--- config.mk ---
export PLATFORM = sky130hd
export DESIGN_NAME = port_latch_read_write_logic
export DESIGN_NICKNAME = d
export VERILOG_FILES = /design/src/hdl/port_latch_pkg.sv /design/src/hdl/port_latch_read_write_logic.sv
export SDC_FILE = /design/constraint.sdc
export NUM_CORES = 1
export LEC_CHECK = 0
export ABC_AREA = 1
export BUFFER_PORTS_ARGS = -buffer_cell sky130_fd_sc_hd__buf_2
export CAP_MARGIN = 40
export CORE_MARGIN = 5
export CORE_UTILIZATION = 54
export DETAILED_ROUTE_END_ITERATION = 12
export PLACE_DENSITY_LB_ADDON = 0.25
export REMOVE_ABC_BUFFERS = 1
export SLEW_MARGIN = 20
export SYNTH_ARGS = -nofsm -noshare
export SYNTH_HDL_FRONTEND = slang
export SYNTH_SLANG_ARGS = --single-unit
--- constraint.sdc ---
create_clock -name clk_i -period 1.6 [get_ports clk_i]
set_clock_uncertainty 0.2 [all_clocks]
set_input_delay 0.16 -clock clk_i [delete_from_list [all_inputs] [get_ports clk_i]]
set_output_delay 0.16 -clock clk_i [all_outputs]
set_load 0.02 [all_outputs]
--- src/hdl/port_latch_pkg.sv ---
// Purpose: Shared constants and carriers for the port latch bank
// Assumes: 8-bit port access from the CPU side
// Notes: Access kinds are encoded as an enum
package port_latch_pkg;
    // ==================================================
    // Widths and reset values
    localparam int PORT_WIDTH = 8;
    localparam logic [7:0] LATCH_RESET = 8'h00;
    localparam logic [7:0] DIR_RESET = 8'h00; // All pins input
    localparam logic [7:0] ALU_RESULT_RESET = 8'h00;

    // ==================================================
    // CPU access kinds
    typedef enum logic [2:0] {
        ACC_NONE = 3'b000,
        ACC_WRITE = 3'b001,
        ACC_READ = 3'b010,
        ACC_RMW_AND = 3'b011,
        ACC_RMW_OR = 3'b100,
        ACC_RMW_XOR = 3'b101,
        ACC_DIR_WRITE = 3'b110,
        ACC_DIR_READ = 3'b111
    } access_e;

    // ==================================================
    // CPU request carrier
    typedef struct packed {
        access_e kind;
        logic [7:0] data;
    } cpu_req_s;
endpackage

--- src/hdl/port_latch_read_write_logic.sv ---
// Purpose: One 8-bit I/O port: output latch, direction, CPU access
// Assumes: CPU requests are single-cycle strobes on clk_i
// Notes: All accesses are byte wide; read data is registered
//
// Operation
// - Output mode: write loads latch, pin drives it
// - Latch holds value until next write
// - Input mode: write updates latch, pin unaffected
// - Output mode read returns latch, unaltered
// - Input mode read returns pin level
// - Reads never modify the latch
// - Output mode RMW works on latch, drives result
// - Input mode RMW latch may become undefined
// - Bit operations are full byte accesses
`timescale 1ns/1ps
`default_nettype none
module port_latch_read_write_logic
    import port_latch_pkg::*;
(
    // Clock and reset
    input wire logic clk_i,
    input wire logic rst_i,
    // CPU access
    input wire cpu_req_s req_i,
    output logic [7:0] rdata_o,
    output logic rvalid_o,
    // Pins
    input wire logic [7:0] pin_in_i,
    output logic [7:0] pin_out_o,
    output logic [7:0] pin_oe_o
);
    // ==================================================
    // Elaboration check
    if (PORT_WIDTH != 8) begin : g_width_check
        $error("port width must be 8");
    end

    // ==================================================
    // State
    logic [7:0] pin_meta_reg;
    logic [7:0] pin_sync_reg;
    logic [7:0] latch_reg;
    logic [7:0] latch_next;
    logic [7:0] dir_reg;
    logic [7:0] view;
    logic [7:0] rmw_value;

    // Read view and arithmetic source share one byte-wide path.
    // Output bits take the latch, input bits the synchronised pin.
    // An arithmetic access on a mixed port therefore combines the pin
    // level with the operand into the latch of every input bit. Software
    // must treat those latch bits as undefined and rewrite them
    // before it turns those pins into outputs.
    // The pin level is seen two clocks late through the synchroniser,
    // so a read right after a pin change still returns the old level.
    // Pin drivers follow latch_next and the direction write directly,
    // so the pins change on the same edge as the stored state.
    // Only the first synchroniser stage reads the raw pin; all logic
    // reads the second stage.
    // Direction resets to all input, so no pin drives after reset.
    // Read data holds its value until the next read of either kind.

    // Byte-wide operation on a source byte
    function automatic logic [7:0] alu_op(input access_e k, input logic [7:0] a, input logic [7:0] b);
        case (k)
            ACC_RMW_AND: alu_op = a & b;
            ACC_RMW_OR: alu_op = a | b;
            ACC_RMW_XOR: alu_op = a ^ b;
            default: alu_op = ALU_RESULT_RESET;
        endcase
    endfunction

    // Two-stage pin synchroniser
    always_ff @(posedge clk_i) begin
        if (rst_i) begin
            pin_meta_reg <= LATCH_RESET;
            pin_sync_reg <= LATCH_RESET;
        end else begin
            pin_meta_reg <= pin_in_i;
            pin_sync_reg <= pin_meta_reg;
        end
    end

    // Read view: latch for output pins, pin for input pins
    always_comb begin
        view = (dir_reg & latch_reg) | (~dir_reg & pin_sync_reg);
        rmw_value = alu_op(req_i.kind, view, req_i.data);
    end

    // Next latch value
    always_comb begin
        case (req_i.kind)
            ACC_WRITE: latch_next = req_i.data;
            ACC_RMW_AND, ACC_RMW_OR, ACC_RMW_XOR: latch_next = rmw_value;
            default: latch_next = latch_reg;
        endcase
    end

    // Output latch
    always_ff @(posedge clk_i) begin
        if (rst_i) begin
            latch_reg <= LATCH_RESET;
        end else begin
            latch_reg <= latch_next;
        end
    end

    // Direction register, 1 = output
    always_ff @(posedge clk_i) begin
        if (rst_i) begin
            dir_reg <= DIR_RESET;
        end else if (req_i.kind == ACC_DIR_WRITE) begin
            dir_reg <= req_i.data;
        end
    end

    // Pin drivers, registered from next-state values
    always_ff @(posedge clk_i) begin
        if (rst_i) begin
            pin_out_o <= LATCH_RESET;
            pin_oe_o <= DIR_RESET;
        end else begin
            pin_out_o <= latch_next;
            pin_oe_o <= (req_i.kind == ACC_DIR_WRITE) ? req_i.data : dir_reg;
        end
    end

    // Registered read data
    always_ff @(posedge clk_i) begin
        if (rst_i) begin
            rdata_o <= LATCH_RESET;
            rvalid_o <= 1'b0;
        end else begin
            rvalid_o <= (req_i.kind == ACC_READ) || (req_i.kind == ACC_DIR_READ);
            if (req_i.kind == ACC_READ) begin
                rdata_o <= view;
            end else if (req_i.kind == ACC_DIR_READ) begin
                rdata_o <= dir_reg;
            end
        end
    end

    // ==================================================
    // Assertions
    AST_WRITE_LOADS: assert property (@(posedge clk_i) disable iff (rst_i)
        req_i.kind == ACC_WRITE |=> latch_reg == $past(req_i.data))
        else $error("write did not load latch");
    AST_OUT_DRIVES: assert property (@(posedge clk_i) disable iff (rst_i)
        1'b1 |=> pin_out_o == latch_reg)
        else $error("pin output differs from latch");
    AST_HOLD: assert property (@(posedge clk_i) disable iff (rst_i)
        req_i.kind inside {ACC_NONE, ACC_DIR_WRITE, ACC_DIR_READ} |=> $stable(latch_reg))
        else $error("latch changed without write");
    AST_INPUT_OFF: assert property (@(posedge clk_i) disable iff (rst_i)
        1'b1 |=> pin_oe_o == dir_reg)
        else $error("buffer enable differs from direction");
    AST_READ_OUT: assert property (@(posedge clk_i) disable iff (rst_i)
        req_i.kind == ACC_READ |=> rvalid_o && ((rdata_o & dir_reg) == (latch_reg & dir_reg)))
        else $error("output pin read not latch");
    AST_READ_IN: assert property (@(posedge clk_i) disable iff (rst_i)
        req_i.kind == ACC_READ |=> (rdata_o & ~dir_reg) == ($past(pin_sync_reg) & ~dir_reg))
        else $error("input pin read not pin level");
    AST_READ_KEEP: assert property (@(posedge clk_i) disable iff (rst_i)
        req_i.kind == ACC_READ |=> latch_reg == $past(latch_reg))
        else $error("read modified latch");
    AST_RMW_OUT: assert property (@(posedge clk_i) disable iff (rst_i)
        req_i.kind == ACC_RMW_OR |=> ((latch_reg & dir_reg) == (($past(latch_reg) | $past(req_i.data)) & dir_reg)))
        else $error("rmw result wrong on output pins");
    AST_RMW_BYTE: assert property (@(posedge clk_i) disable iff (rst_i)
        req_i.kind == ACC_RMW_AND |=> latch_reg == ($past(view) & $past(req_i.data)))
        else $error("rmw not byte wide from read view");

    // Arithmetic never switches a buffer on
    AST_RMW_PIN_OFF: assert property (@(posedge clk_i) disable iff (rst_i)
        req_i.kind inside {ACC_RMW_AND, ACC_RMW_OR, ACC_RMW_XOR} |=> pin_oe_o == $past(dir_reg))
        else $error("rmw changed buffer enable");

    // Direction write loads register and enables
    AST_DIR_LOADS: assert property (@(posedge clk_i) disable iff (rst_i)
        req_i.kind == ACC_DIR_WRITE |=> dir_reg == $past(req_i.data) && pin_oe_o == $past(req_i.data))
        else $error("direction write not applied");

    // Read strobe only after a read request
    AST_RVALID_PULSE: assert property (@(posedge clk_i) disable iff (rst_i)
        !(req_i.kind inside {ACC_READ, ACC_DIR_READ}) |=> !rvalid_o)
        else $error("read valid without read");

    // Exclusive or on output bits uses the latch
    AST_RMW_XOR_OUT: assert property (@(posedge clk_i) disable iff (rst_i)
        req_i.kind == ACC_RMW_XOR |=> ((latch_reg & dir_reg) == (($past(latch_reg) ^ $past(req_i.data)) & dir_reg)))
        else $error("xor result wrong on output pins");

    // And on output bits uses the latch
    AST_RMW_AND_OUT: assert property (@(posedge clk_i) disable iff (rst_i)
        req_i.kind == ACC_RMW_AND |=> ((latch_reg & dir_reg) == (($past(latch_reg) & $past(req_i.data)) & dir_reg)))
        else $error("and result wrong on output pins");

    // Direction read returns the direction byte
    AST_DIR_READ: assert property (@(posedge clk_i) disable iff (rst_i)
        req_i.kind == ACC_DIR_READ |=> rvalid_o && rdata_o == dir_reg)
        else $error("direction read wrong");

    // Read data holds between reads
    AST_RDATA_HOLD: assert property (@(posedge clk_i) disable iff (rst_i)
        !(req_i.kind inside {ACC_READ, ACC_DIR_READ}) |=> $stable(rdata_o))
        else $error("read data changed without read");

    // Write reaches the pin driver
    AST_WRITE_PIN: assert property (@(posedge clk_i) disable iff (rst_i)
        req_i.kind == ACC_WRITE |=> pin_out_o == $past(req_i.data))
        else $error("write did not reach pin driver");

    // Write leaves buffer enables alone
    AST_WRITE_OE_KEEP: assert property (@(posedge clk_i) disable iff (rst_i)
        req_i.kind == ACC_WRITE |=> pin_oe_o == $past(pin_oe_o))
        else $error("write changed buffer enable");

    // Read leaves pin drivers alone
    AST_READ_PIN_KEEP: assert property (@(posedge clk_i) disable iff (rst_i)
        req_i.kind == ACC_READ |=> $stable(pin_out_o))
        else $error("read changed pin driver");
endmodule
`default_nettype wire

Word level (Yosys, flattened, before mapping). Cells that the tools add are included.

Equality and inequality tests: 7. Mux-type cells: 4. Bitwise logic cells: 7. Reductions and logical operators: 4.

Operators with widths (number): AND 8 bit (3); case mux 8 bit (3 select lines) (1); 2-to-1 mux 8 bit (2); bitwise OR 8 bit (2); case mux 8 bit (2 select lines) (1); == test 3 bit, second input constant (4); NOT 8 bit (1); XOR 8 bit (1); == test 3 x 2 -> 1 bit, second input constant (2); nonzero test 2 bit (2); == test 3 x 1 -> 1 bit, second input constant (1); OR reduction 3 bit (1); logical OR 1 bit (1).

Bits in registers: 41. Logic and storage cells: 28.

Logic depth before layout (Yosys ltp). Gate-level depths: netlist of run 1.

Depth after elaboration: 6. Gate-level depth with buffers: 10. Mapped depth without buffers: 10.

Worst setup path after synthesis of run 1. OpenSTA, ideal clock, no wires.

Kind: flip-flop to flip-flop. Start: register pin_out_o[6] (netlist name). End: register pin_out_o[6]. Arrival: 1.207 ns. Setup slack: 0.076 ns. Stages on the path, launching flop included: 9. Buffers on the path: 0. Period minus slack after synthesis: 1.524 ns. Cells stage by stage: dfxtp_1 inv_1 nand2_1 o21ai_0 ha_1 nand4_1 nand3_1 nor2_1 nor2_1.

RTL lines: end signal: assignment (line port_latch_read_write_logic.sv:123) `pin_out_o <= latch_next;`; end: declaration (line port_latch_read_write_logic.sv:29) `output logic [7:0] pin_out_o,`.

==> results of run 1 <==
## final cells by class
class | count | area [um^2] | area share, %
clock buffers | 5 | 68.8 | 2.47
multi-input cells | 200 | 1070 | 38.3
clock inverters | 2 | 35.0 | 1.26
well taps | 50 | 62.6 | 2.24
repair buffers | 72 | 450 | 16.2
flip-flops and latches | 41 | 831 | 29.8
inverters | 73 | 274 | 9.83
## path summary, 6_finish.rpt
kind	cells past startpoint	endpoint	startpoint
setup / recovery	9	pin_out_o[2]$_SDFFE_PP0P_	pin_oe_o[2]$_SDFFE_PP0N_
hold / removal	3	pin_oe_o[6]$_SDFFE_PP0N_	req_i[6]
hold reg to reg	2	pin_sync_reg[6]$_SDFF_PP0_	pin_meta_reg[6]$_SDFF_PP0_
setup reg to reg	9	pin_out_o[2]$_SDFFE_PP0P_	pin_oe_o[2]$_SDFFE_PP0N_
## worst max-delay path: stages (launching register included)
cell and delay [ns]:
dfxtp_4 0.37, inv_2 0.04, nand2_1 0.07, nand2_2 0.08, buf_4 0.13, ha_1 0.17
nand4_1 0.10, nand3_1 0.10, nor2_1 0.11, nor2_1 0.05
## report_power, final
| group | total (mW) | switching [mW] | internal, mW | leakage (nW) |
|---|---|---|---|---|
| Clock | 0.794 | 0.341 | 0.453 | 0.0540 |
| Combinational | 0.480 | 0.293 | 0.186 | 1.14 |
| Sequential | 1.12 | 0.0351 | 1.09 | 0.341 |
## layout by cell type (no fill, tap or decap), drive strengths merged
cell	netlist	layout
dfxtp	41	41
bufinv	0	1
o21ai	19	19
nand4	16	16
dlygate4sd3	0	9
nand3b	2	2
inv	73	73
ha	16	16
nor2	36	36
nand3	40	40
clkinv	0	1
clkbuf	3	5
buf	9	63
nand2	62	62
a21oi	9	9
## metrics by stage
step | cells | TNS [ns] | power (mW)
2_1_floorplan | 314 | 0 | 1.41
3_3_place_gp | 426 | 0 | 1.59
3_5_place_dp | 426 | 0 | 1.60
4_1_cts | 442 | 0 | 2.41
5_1_grt | 443 | -0.0400 | 2.52
6_report | 443 | 0 | 2.39
## per-layer routing
metal / vias up / share of wire (%) / global-route usage (%)
li1: 1141 / - / -
met1: 962 / 45 / 25.2
met2: 59 / 48 / 36.9
met3: 9 / 5.5 / 4.73
met4: 0 / 1.5 / 7.24
met5: - / 0 / 0
## what timing repair did
action                                  CTS  global route
buffers inserted                          0             1
endpoints found under the setup margin    0             6
hold buffers                              9             0
gates resized for setup                   0            14
endpoints found under the hold margin     9             0
## logic make-up (layout without fill, tap and decap cells)
logic type,after synthesis,in the layout,synth area share [%]
AOI/OAI and AO/OA,28,28,6.82
adders and majority gates,16,16,9.01
buffers and inverters,85,152,15.4
DFF,41,41,37.0
and+or+nand+nor,156,156,31.8
==> impl_results.md, run 1 <==
* Status: finished, violations left
* Failing checks: negative hold slack
* Final-report setup violation count at 0
* FMAX at 657 MHz
* Measured slew at the worst slew-check pin at 0.438 ns
* WL/cell at 12.1 um
* Post-synth EDFFs at 0
* Total CTS buffers at 5
* Critical path required time at 1.59 ns
* Worst slew margin at 70.7%
* Core area at 4000 um^2
* Yosys warning total at 0
* Iter 0 DRT Violations at 88
* Top_reg_cell synth: dfxtp_1
* CP Launch Type: flip-flop
* Synth top area cells: dfxtp_1 37%, inv_1 12%, nand2_1 10%
* Routability cong. at 0.877
* Detailed placement HPWL at 3670 um
* Min Tclk post-route at 1.52 ns
* Final Hold Vio Count at 1
* Worst setup margin at 0.0790 ns
* Residual DRC at 0
* WL final at 5360 um
* HP Class: in -> reg
* Critical path type: reg -> reg
* Clock Latency Late Sink at 0.29 ns
* Pin count of the biggest net entering global routing at 25
* Final #Nets at 430
* PD cells at 859 nW/um^2
* Layout overhead on the synthesized area at 25.6%
* Antenna violations before repair at 0
* First-pass GRT wire length at 9000 um
* Fin area at 2790 um^2
* # port buffers at 45
* Hold Worst Slack at -0.00197 ns
* Die height at 74.1 um
* ANT nets after route at 0
* Root Buffer: clkbuf_8
* CTS Sinks at 41
* FF+latch count, synth at 41
* R2r setup slk at 0.08 ns
* Worst-case vdd ir drop at 0.000673 V
* I/O Pins at 46
* Most frequent cell after synthesis: inv_1
* Die Footprint at 5500 um^2
* Distinct cells, synth at 21
* Aggregate global routing overflow at 0
* Post-Place Worst Slack at 0.0308 ns
* P_leak at 1.54 nW
* Fraction of layout cells with a size suffix above 1 at 22.6%
* Longest Clk Path Bufs at 2
* Number of H-tree levels at 2
* Number of global-route vias before repair at 2011
* Layout fillers at 361
* Top post-synthesis cells by count: 71 x inv_1, 60 x nand2_1, 41 x dfxtp_1, 38 x nand3_1, 36 x nor2_1
* Critical path capture point type: flip-flop
* Clock transition at path regs at 0.08 ns
* Max-slew violations at 0
* Syn Inst Count at 326
* Syn avg cell area at 6.81 um^2
* Drt first pass iters at 4
* Register area share after synthesis at 37.0%
* Vias at 2171
* Mapped cell area at 2220 um^2
* Avg Vias per Cell at 4.90
* Placed cell area at 2570 um^2
* CTS tree: built
* GRT Resource Usage Total at 21.0%
* Period utilisation layout at 95.1%
* MaxCap Viol Count at 0
* Post-layout util at 69.7%
* Largest fanout on the critical path at 4
* Initial Util at 55.5%
* Cell Rows at 23
* Chip width at 74.1 um
* Top cell type's share of synthesized area at 37.0%
* Crit path DAT at 1.51 ns
* Biggest area consumer among synthesized cells: dfxtp_1
* Ys async rst share at 0%
* ANT cells at 0
Power figures use the tool's default switching activity.
==> run 2: changes to the inputs <==
--- a/config.mk
+++ b/config.mk
@@ -11,7 +11,7 @@
 export CORE_MARGIN = 5
 export CORE_UTILIZATION = 54
 export DETAILED_ROUTE_END_ITERATION = 12
-export PLACE_DENSITY_LB_ADDON = 0.25
+export PLACE_DENSITY = 0.79
 export REMOVE_ABC_BUFFERS = 1
 export SLEW_MARGIN = 20
 export SYNTH_ARGS = -nofsm -noshare
==> run 2 against run 1 <==
Compared with the run above:
- the flow now finishes without violations
- flip-flop and latch count unchanged
- die area unchanged
- register-to-register slack about the same
- routed wire length up 0.13%
- combinational power down 0.8%
- design area down 1.2%
- sequential share of layout area up 0.23 points
- critical path depth down 1
- total power down 5.9%
- sequential power about the same
- maximum frequency up 0.53%
- worst hold slack better by 0.011 ns
- critical endpoint is now pin_out_o[3]$_SDFFE_PP0P_
==> impl_results.md, run 2 (same netlist as run 1, synthesis figures left out) <==
* Vias at 2139
* Worst setup margin at 0.0870 ns
* Total CTS buffers at 5
* Iter 0 DRT Violations at 120
* Fin area at 2760 um^2
* Avg Vias per Cell at 4.83
* Period utilisation layout at 94.6%
* Min Tclk post-route at 1.51 ns
* First-pass GRT wire length at 8910 um
* Commonest non-fill, non-tap cells in the layout: 70 x inv_1, 56 x nand2_1, 45 x buf_2
* WL/cell at 12.1 um
* Die Footprint at 5500 um^2
* Routability cong. at 0.840
* Final Hold Vio Count at 0
* Worst-case vdd ir drop at 0.000568 V
* MaxCap Viol Count at 0
* Fraction of layout cells with a size suffix above 1 at 21.9%
* Post-CTS Setup Bufs at 0
* Core area at 4000 um^2
* Crit path DAT at 1.50 ns
* Number of H-tree levels at 2
* Drt first pass iters at 4
* Critical path capture point type: flip-flop
* Pin count of the biggest net entering global routing at 25
* Commonest non-fill, non-tap cell in the layout: inv_1
* Initial Util at 55.5%
* CP Launch Type: flip-flop
* R2R Path Start: pin_oe_o[3]$_SDFFE_PP0N_
* Crit Reg-Reg Endpoint: pin_out_o[3]$_SDFFE_PP0P_
* GRT Resource Usage Total at 20.9%
* Placed cell area at 2570 um^2
* FMAX at 661 MHz
* Clock transition at path regs at 0.07 ns
* Chip width at 74.1 um
* Antenna violations before repair at 0
* PD cells at 817 nW/um^2
* Residual DRC at 0
* Post-layout util at 68.9%
* I/O Pins at 46
* R2r worst-path depth at 8
* WL final at 5370 um
* Worst slew margin at 69.7%
* ANT nets after route at 0
* Final TNS setup at 0 ns
* P_leak at 1.52 nW
* Post-Place Worst Slack at 0.0540 ns
* Root Buffer: clkbuf_8
* HP Class: in -> reg
* Max-slew violations at 0
* CTS tree: built
* Die height at 74.1 um
* Number of global-route vias before repair at 1989
* Clock Latency Late Sink at 0.29 ns
* Aggregate global routing overflow at 0
* ANT cells at 0
* Detailed placement HPWL at 3820 um
* CTS Sinks at 41
* Final #Nets at 429
* Critical path type: reg -> reg
* Final-report setup violation count at 0
* Cell Rows at 23
* Layout overhead on the synthesized area at 24.1%
* Status: finished clean
* Critical path required time at 1.58 ns
* Longest Clk Path Bufs at 2
* R2r setup slk at 0.09 ns
* Largest fanout on the critical path at 4
* # port buffers at 45
* Worst setup startpoint: pin_oe_o[3]$_SDFFE_PP0N_
* Measured slew at the worst slew-check pin at 0.453 ns
* Critical Path Sink: pin_out_o[3]$_SDFFE_PP0P_
run 2: cell types whose count changed in the layout (fill, tap and decap cells not counted), sizes merged:
cell | previous run | this run
clkinv | 1 | 0
clkinvlp | 0 | 1
dlygate4sd3 | 9 | 8
bufinv | 1 | 0
clkbuf | 5 | 7
run 2: worst min path at each step:
stage                            from                    endpoint  slack [ns]  depth (start not counted)
after global routing         req_i[2]    pin_oe_o[2]$_SDFFE_PP0N_        0.02                          3
after CTS                    req_i[7]    pin_oe_o[7]$_SDFFE_PP0N_       0.001                          3
after global placement    pin_in_i[2]  pin_meta_reg[2]$_SDFF_PP0_        0.16                          3
after detailed placement  pin_in_i[2]  pin_meta_reg[2]$_SDFF_PP0_        0.17                          3
final                        req_i[7]    pin_oe_o[7]$_SDFFE_PP0N_       0.009                          3
after floorplan                 rst_i         rvalid_o$_SDFF_PP0_        0.03                          1
run 2: layout make-up:
cell class	count	area, um^2
Sequential cell	41	827
Inverter	73	274
Tap cell	50	62.6
Clock inverter	1	7.51
Timing Repair Buffer	71	440
Clock buffer	7	76.3
Fill cell	344	1240
Multi-Input combinational cell	200	1070
run 2: critical path, cell delays in order, from the launching register on:
cell     delay (ns)
dfxtp_2        0.36
nand2_1        0.07
nand2_2        0.09
inv_1          0.04
ha_1           0.27
nand4_1        0.09
nand3_1        0.08
nor2_1         0.14
nor2_1         0.06
run 2: where the power goes:
group	switching, mW	total (mW)	internal [mW]
logic	0.293	0.476	0.183
registers	0.0358	1.12	1.09
clock network	0.346	0.654	0.308
run 2: what timing repair did:
item / in CTS / in global routing
setup endpoints to repair: 0 / 7
resized for setup: 0 / 11
hold buffers: 8 / 0
endpoints found under the hold margin: 8 / 0
run 2: through the flow:
step | total power, mW | hold slack [ns] | instances
global placement | 1.59 | 0.157 | 427
floorplan | 1.41 | 0.0291 | 314
finish | 2.25 | 0.00855 | 443
CTS | 2.27 | 0.00144 | 443
detailed placement | 1.60 | 0.168 | 427
global route | 2.38 | 0.0193 | 443
run 2: metal layers:
metal / track usage (%) / up-vias / share of wire, %
met5: 0 / - / 0
met4: 9.46 / 0 / 2.0
met3: 4.86 / 14 / 6.6
met2: 34.5 / 59 / 47
met1: 25.8 / 926 / 44
li1: - / 1140 / -
==> run 3: changes to the inputs <==
==> constraint.sdc (replaced) <==
create_clock -name clk_i -period 1.6 [get_ports clk_i]
set_clock_uncertainty 0.2 [all_clocks]
set_input_delay 0 -clock clk_i [delete_from_list [all_inputs] [get_ports clk_i]]
set_output_delay 0 -clock clk_i [all_outputs]
set_load 0.02 [all_outputs]
==> run 3 against run 2 <==
Compared with the run above:
- design area grew 8.4%
- via count grew 7.6%
- routed wire length grew 9.3%
- combinational power grew 9.7%
- largest cell class unchanged
- largest power group unchanged
- sequential power is essentially flat
- critical path depth shrank 3
==> impl_results.md, run 3 (same netlist as run 1, synthesis figures left out) <==
* Cells after DPL at 422
* R2R Path Start: pin_oe_o[5]$_SDFFE_PP0N_
* MaxCap Viol Count at 0
* Chip width at 74.1 um
* Critical path type: in -> reg
* WL final at 5860 um
* Longest Clk Path Bufs at 2
* R2r worst-path depth at 9
* Min Tclk post-route at 1.52 ns
* Critical path capture point type: flip-flop
* Switching pwr at 0.697 mW
* Placed cell area at 2540 um^2
* CTS Sinks at 41
* WL/cell at 12.7 um
* Antenna violations before repair at 0
* P_leak at 1.62 nW
* Fraction of layout cells with a size suffix above 1 at 19.2%
* Routability cong. at 0.782
* Period utilisation layout at 95.2%
* Sw Ratio at 27.8%
* Commonest non-fill, non-tap cells in the layout: 70 x inv_1, 57 x nand2_1, 45 x buf_2
* Critical Path Sink: pin_oe_o[3]$_SDFFE_PP0N_
* Hold-critical path depth at 5
* CTS tree: built
* Root Buffer: clkbuf_8
* Final cell count without fillers at 462
* Crit path DAT at 1.51 ns
* GRT Resource Usage Total at 22.9%
* Part of the power in registers at 44.7%
* Hold Worst Slack at 0.0148 ns
* Worst-case vdd ir drop at 0.000723 V
* Measured slew at the worst slew-check pin at 0.437 ns
* # port buffers at 45
* Worst slew margin at 70.8%
* Layout fillers at 310
* Number of H-tree levels at 2
* Combinational power share at 20.8%
* Post-Place Worst Slack at 0.0721 ns
* Core area at 4000 um^2
* Pin count of the biggest net entering global routing at 18
* Layout overhead on the synthesized area at 34.4%
* Final #Nets at 448
* Fin area at 2990 um^2
* Drt first pass iters at 4
* ANT nets after route at 0
* Max-slew violations at 0
* R2r setup slk at 0.10 ns
* Cell Rows at 23
* Vias at 2302
* Post-layout util at 74.6%
* Worst setup startpoint: req_i[3]
* Crit Reg-Reg Endpoint: pin_out_o[5]$_SDFFE_PP0P_
* Detailed placement HPWL at 3660 um
* Die height at 74.1 um
* Final Power at 2.51 mW
* Total CTS buffers at 5
* Residual DRC at 0
* CP Launch Type: primary input
* Clock transition at path regs at 0.08 ns
* Clock share of power at 34.5%
* Number of global-route vias before repair at 2097
* Die Footprint at 5500 um^2
* HP Class: in -> reg
* PD cells at 839 nW/um^2
* Worst setup margin at 0.0767 ns
* Commonest non-fill, non-tap cell in the layout: inv_1
* Clock Latency Late Sink at 0.29 ns
* Int Pwr at 1.81 mW
* Final-report setup violation count at 0
* Initial Util at 55.5%
* I/O Pins at 46
* Iter 0 DRT Violations at 136
* Avg Vias per Cell at 4.98
* Aggregate global routing overflow at 0
* Critical path required time at 1.58 ns
* Final TNS setup at 0 ns
* ANT cells at 0
* FMAX at 656 MHz
* Final Hold Vio Count at 0
* Status: finished clean
* First-pass GRT wire length at 9600 um
* Largest fanout on the critical path at 4
-- run 3: changes by cell type in the layout (fill, tap and decap cells not counted), sizes merged --
| cell | change |
|---|---|
| bufinv | +1 |
| dlygate4sd3 | +24 |
| buf | -5 |
| clkinvlp | -1 |
-- run 3: worst min-delay path by stage --
stage                     slack, ns         from                         end
after floorplan               -0.13        rst_i         rvalid_o$_SDFF_PP0_
after global placement       -0.002  pin_in_i[2]  pin_meta_reg[2]$_SDFF_PP0_
after detailed placement      0.009  pin_in_i[1]  pin_meta_reg[1]$_SDFF_PP0_
after CTS                     0.005    req_i[10]   pin_out_o[2]$_SDFFE_PP0P_
after global routing           0.05    req_i[10]   pin_out_o[2]$_SDFFE_PP0P_
final                          0.01    req_i[10]   pin_out_o[2]$_SDFFE_PP0P_
-- run 3: final cells by class --
type / count / area [um^2] / area share, %
clock buffers: 7 / 86.3 / 2.89
multi-input cells: 200 / 1060 / 35.7
well taps: 50 / 62.6 / 2.10
repair buffers: 90 / 643 / 21.5
clock inverters: 1 / 30.0 / 1.01
flip-flops and latches: 41 / 825 / 27.6
inverters: 73 / 274 / 9.18
-- run 3: timing repair --
action | in CTS | in global routing
setup buffers | 0 | 0
gates resized for setup | 0 | 8
setup endpoints to repair | 0 | 4
endpoints found under the hold margin | 33 | 0
hold buffers | 32 | 0
-- run 3: per-layer routing --
layer / share of wire (%) / vias to the layer above / wire [um] / track usage, %
li1: - / 1183 / - / -
met1: 40 / 1008 / 2370 / 27.5
met2: 48 / 95 / 2820 / 39.5
met3: 8.9 / 16 / 524 / 5.27
met4: 2.5 / 0 / 144 / 9.46
met5: 0 / - / 0 / 0
-- run 3: power by group through the flow --
stage	clock network (mW)	registers, mW	logic, mW
6_report	0.864	1.12	0.522
5_1_grt	0.921	1.13	0.584
4_1_cts	0.880	1.12	0.516
3_5_place_dp	0	1.14	0.449
3_3_place_gp	0	1.14	0.438
2_1_floorplan	0	1.19	0.211
-- run 3: worst max-delay path, cell delays in order --
cell           delay [ns]
dlygate4sd3_1        0.54
buf_2                0.15
o21ai_0              0.16
dlygate4sd3_1        0.60
a21oi_1              0.06
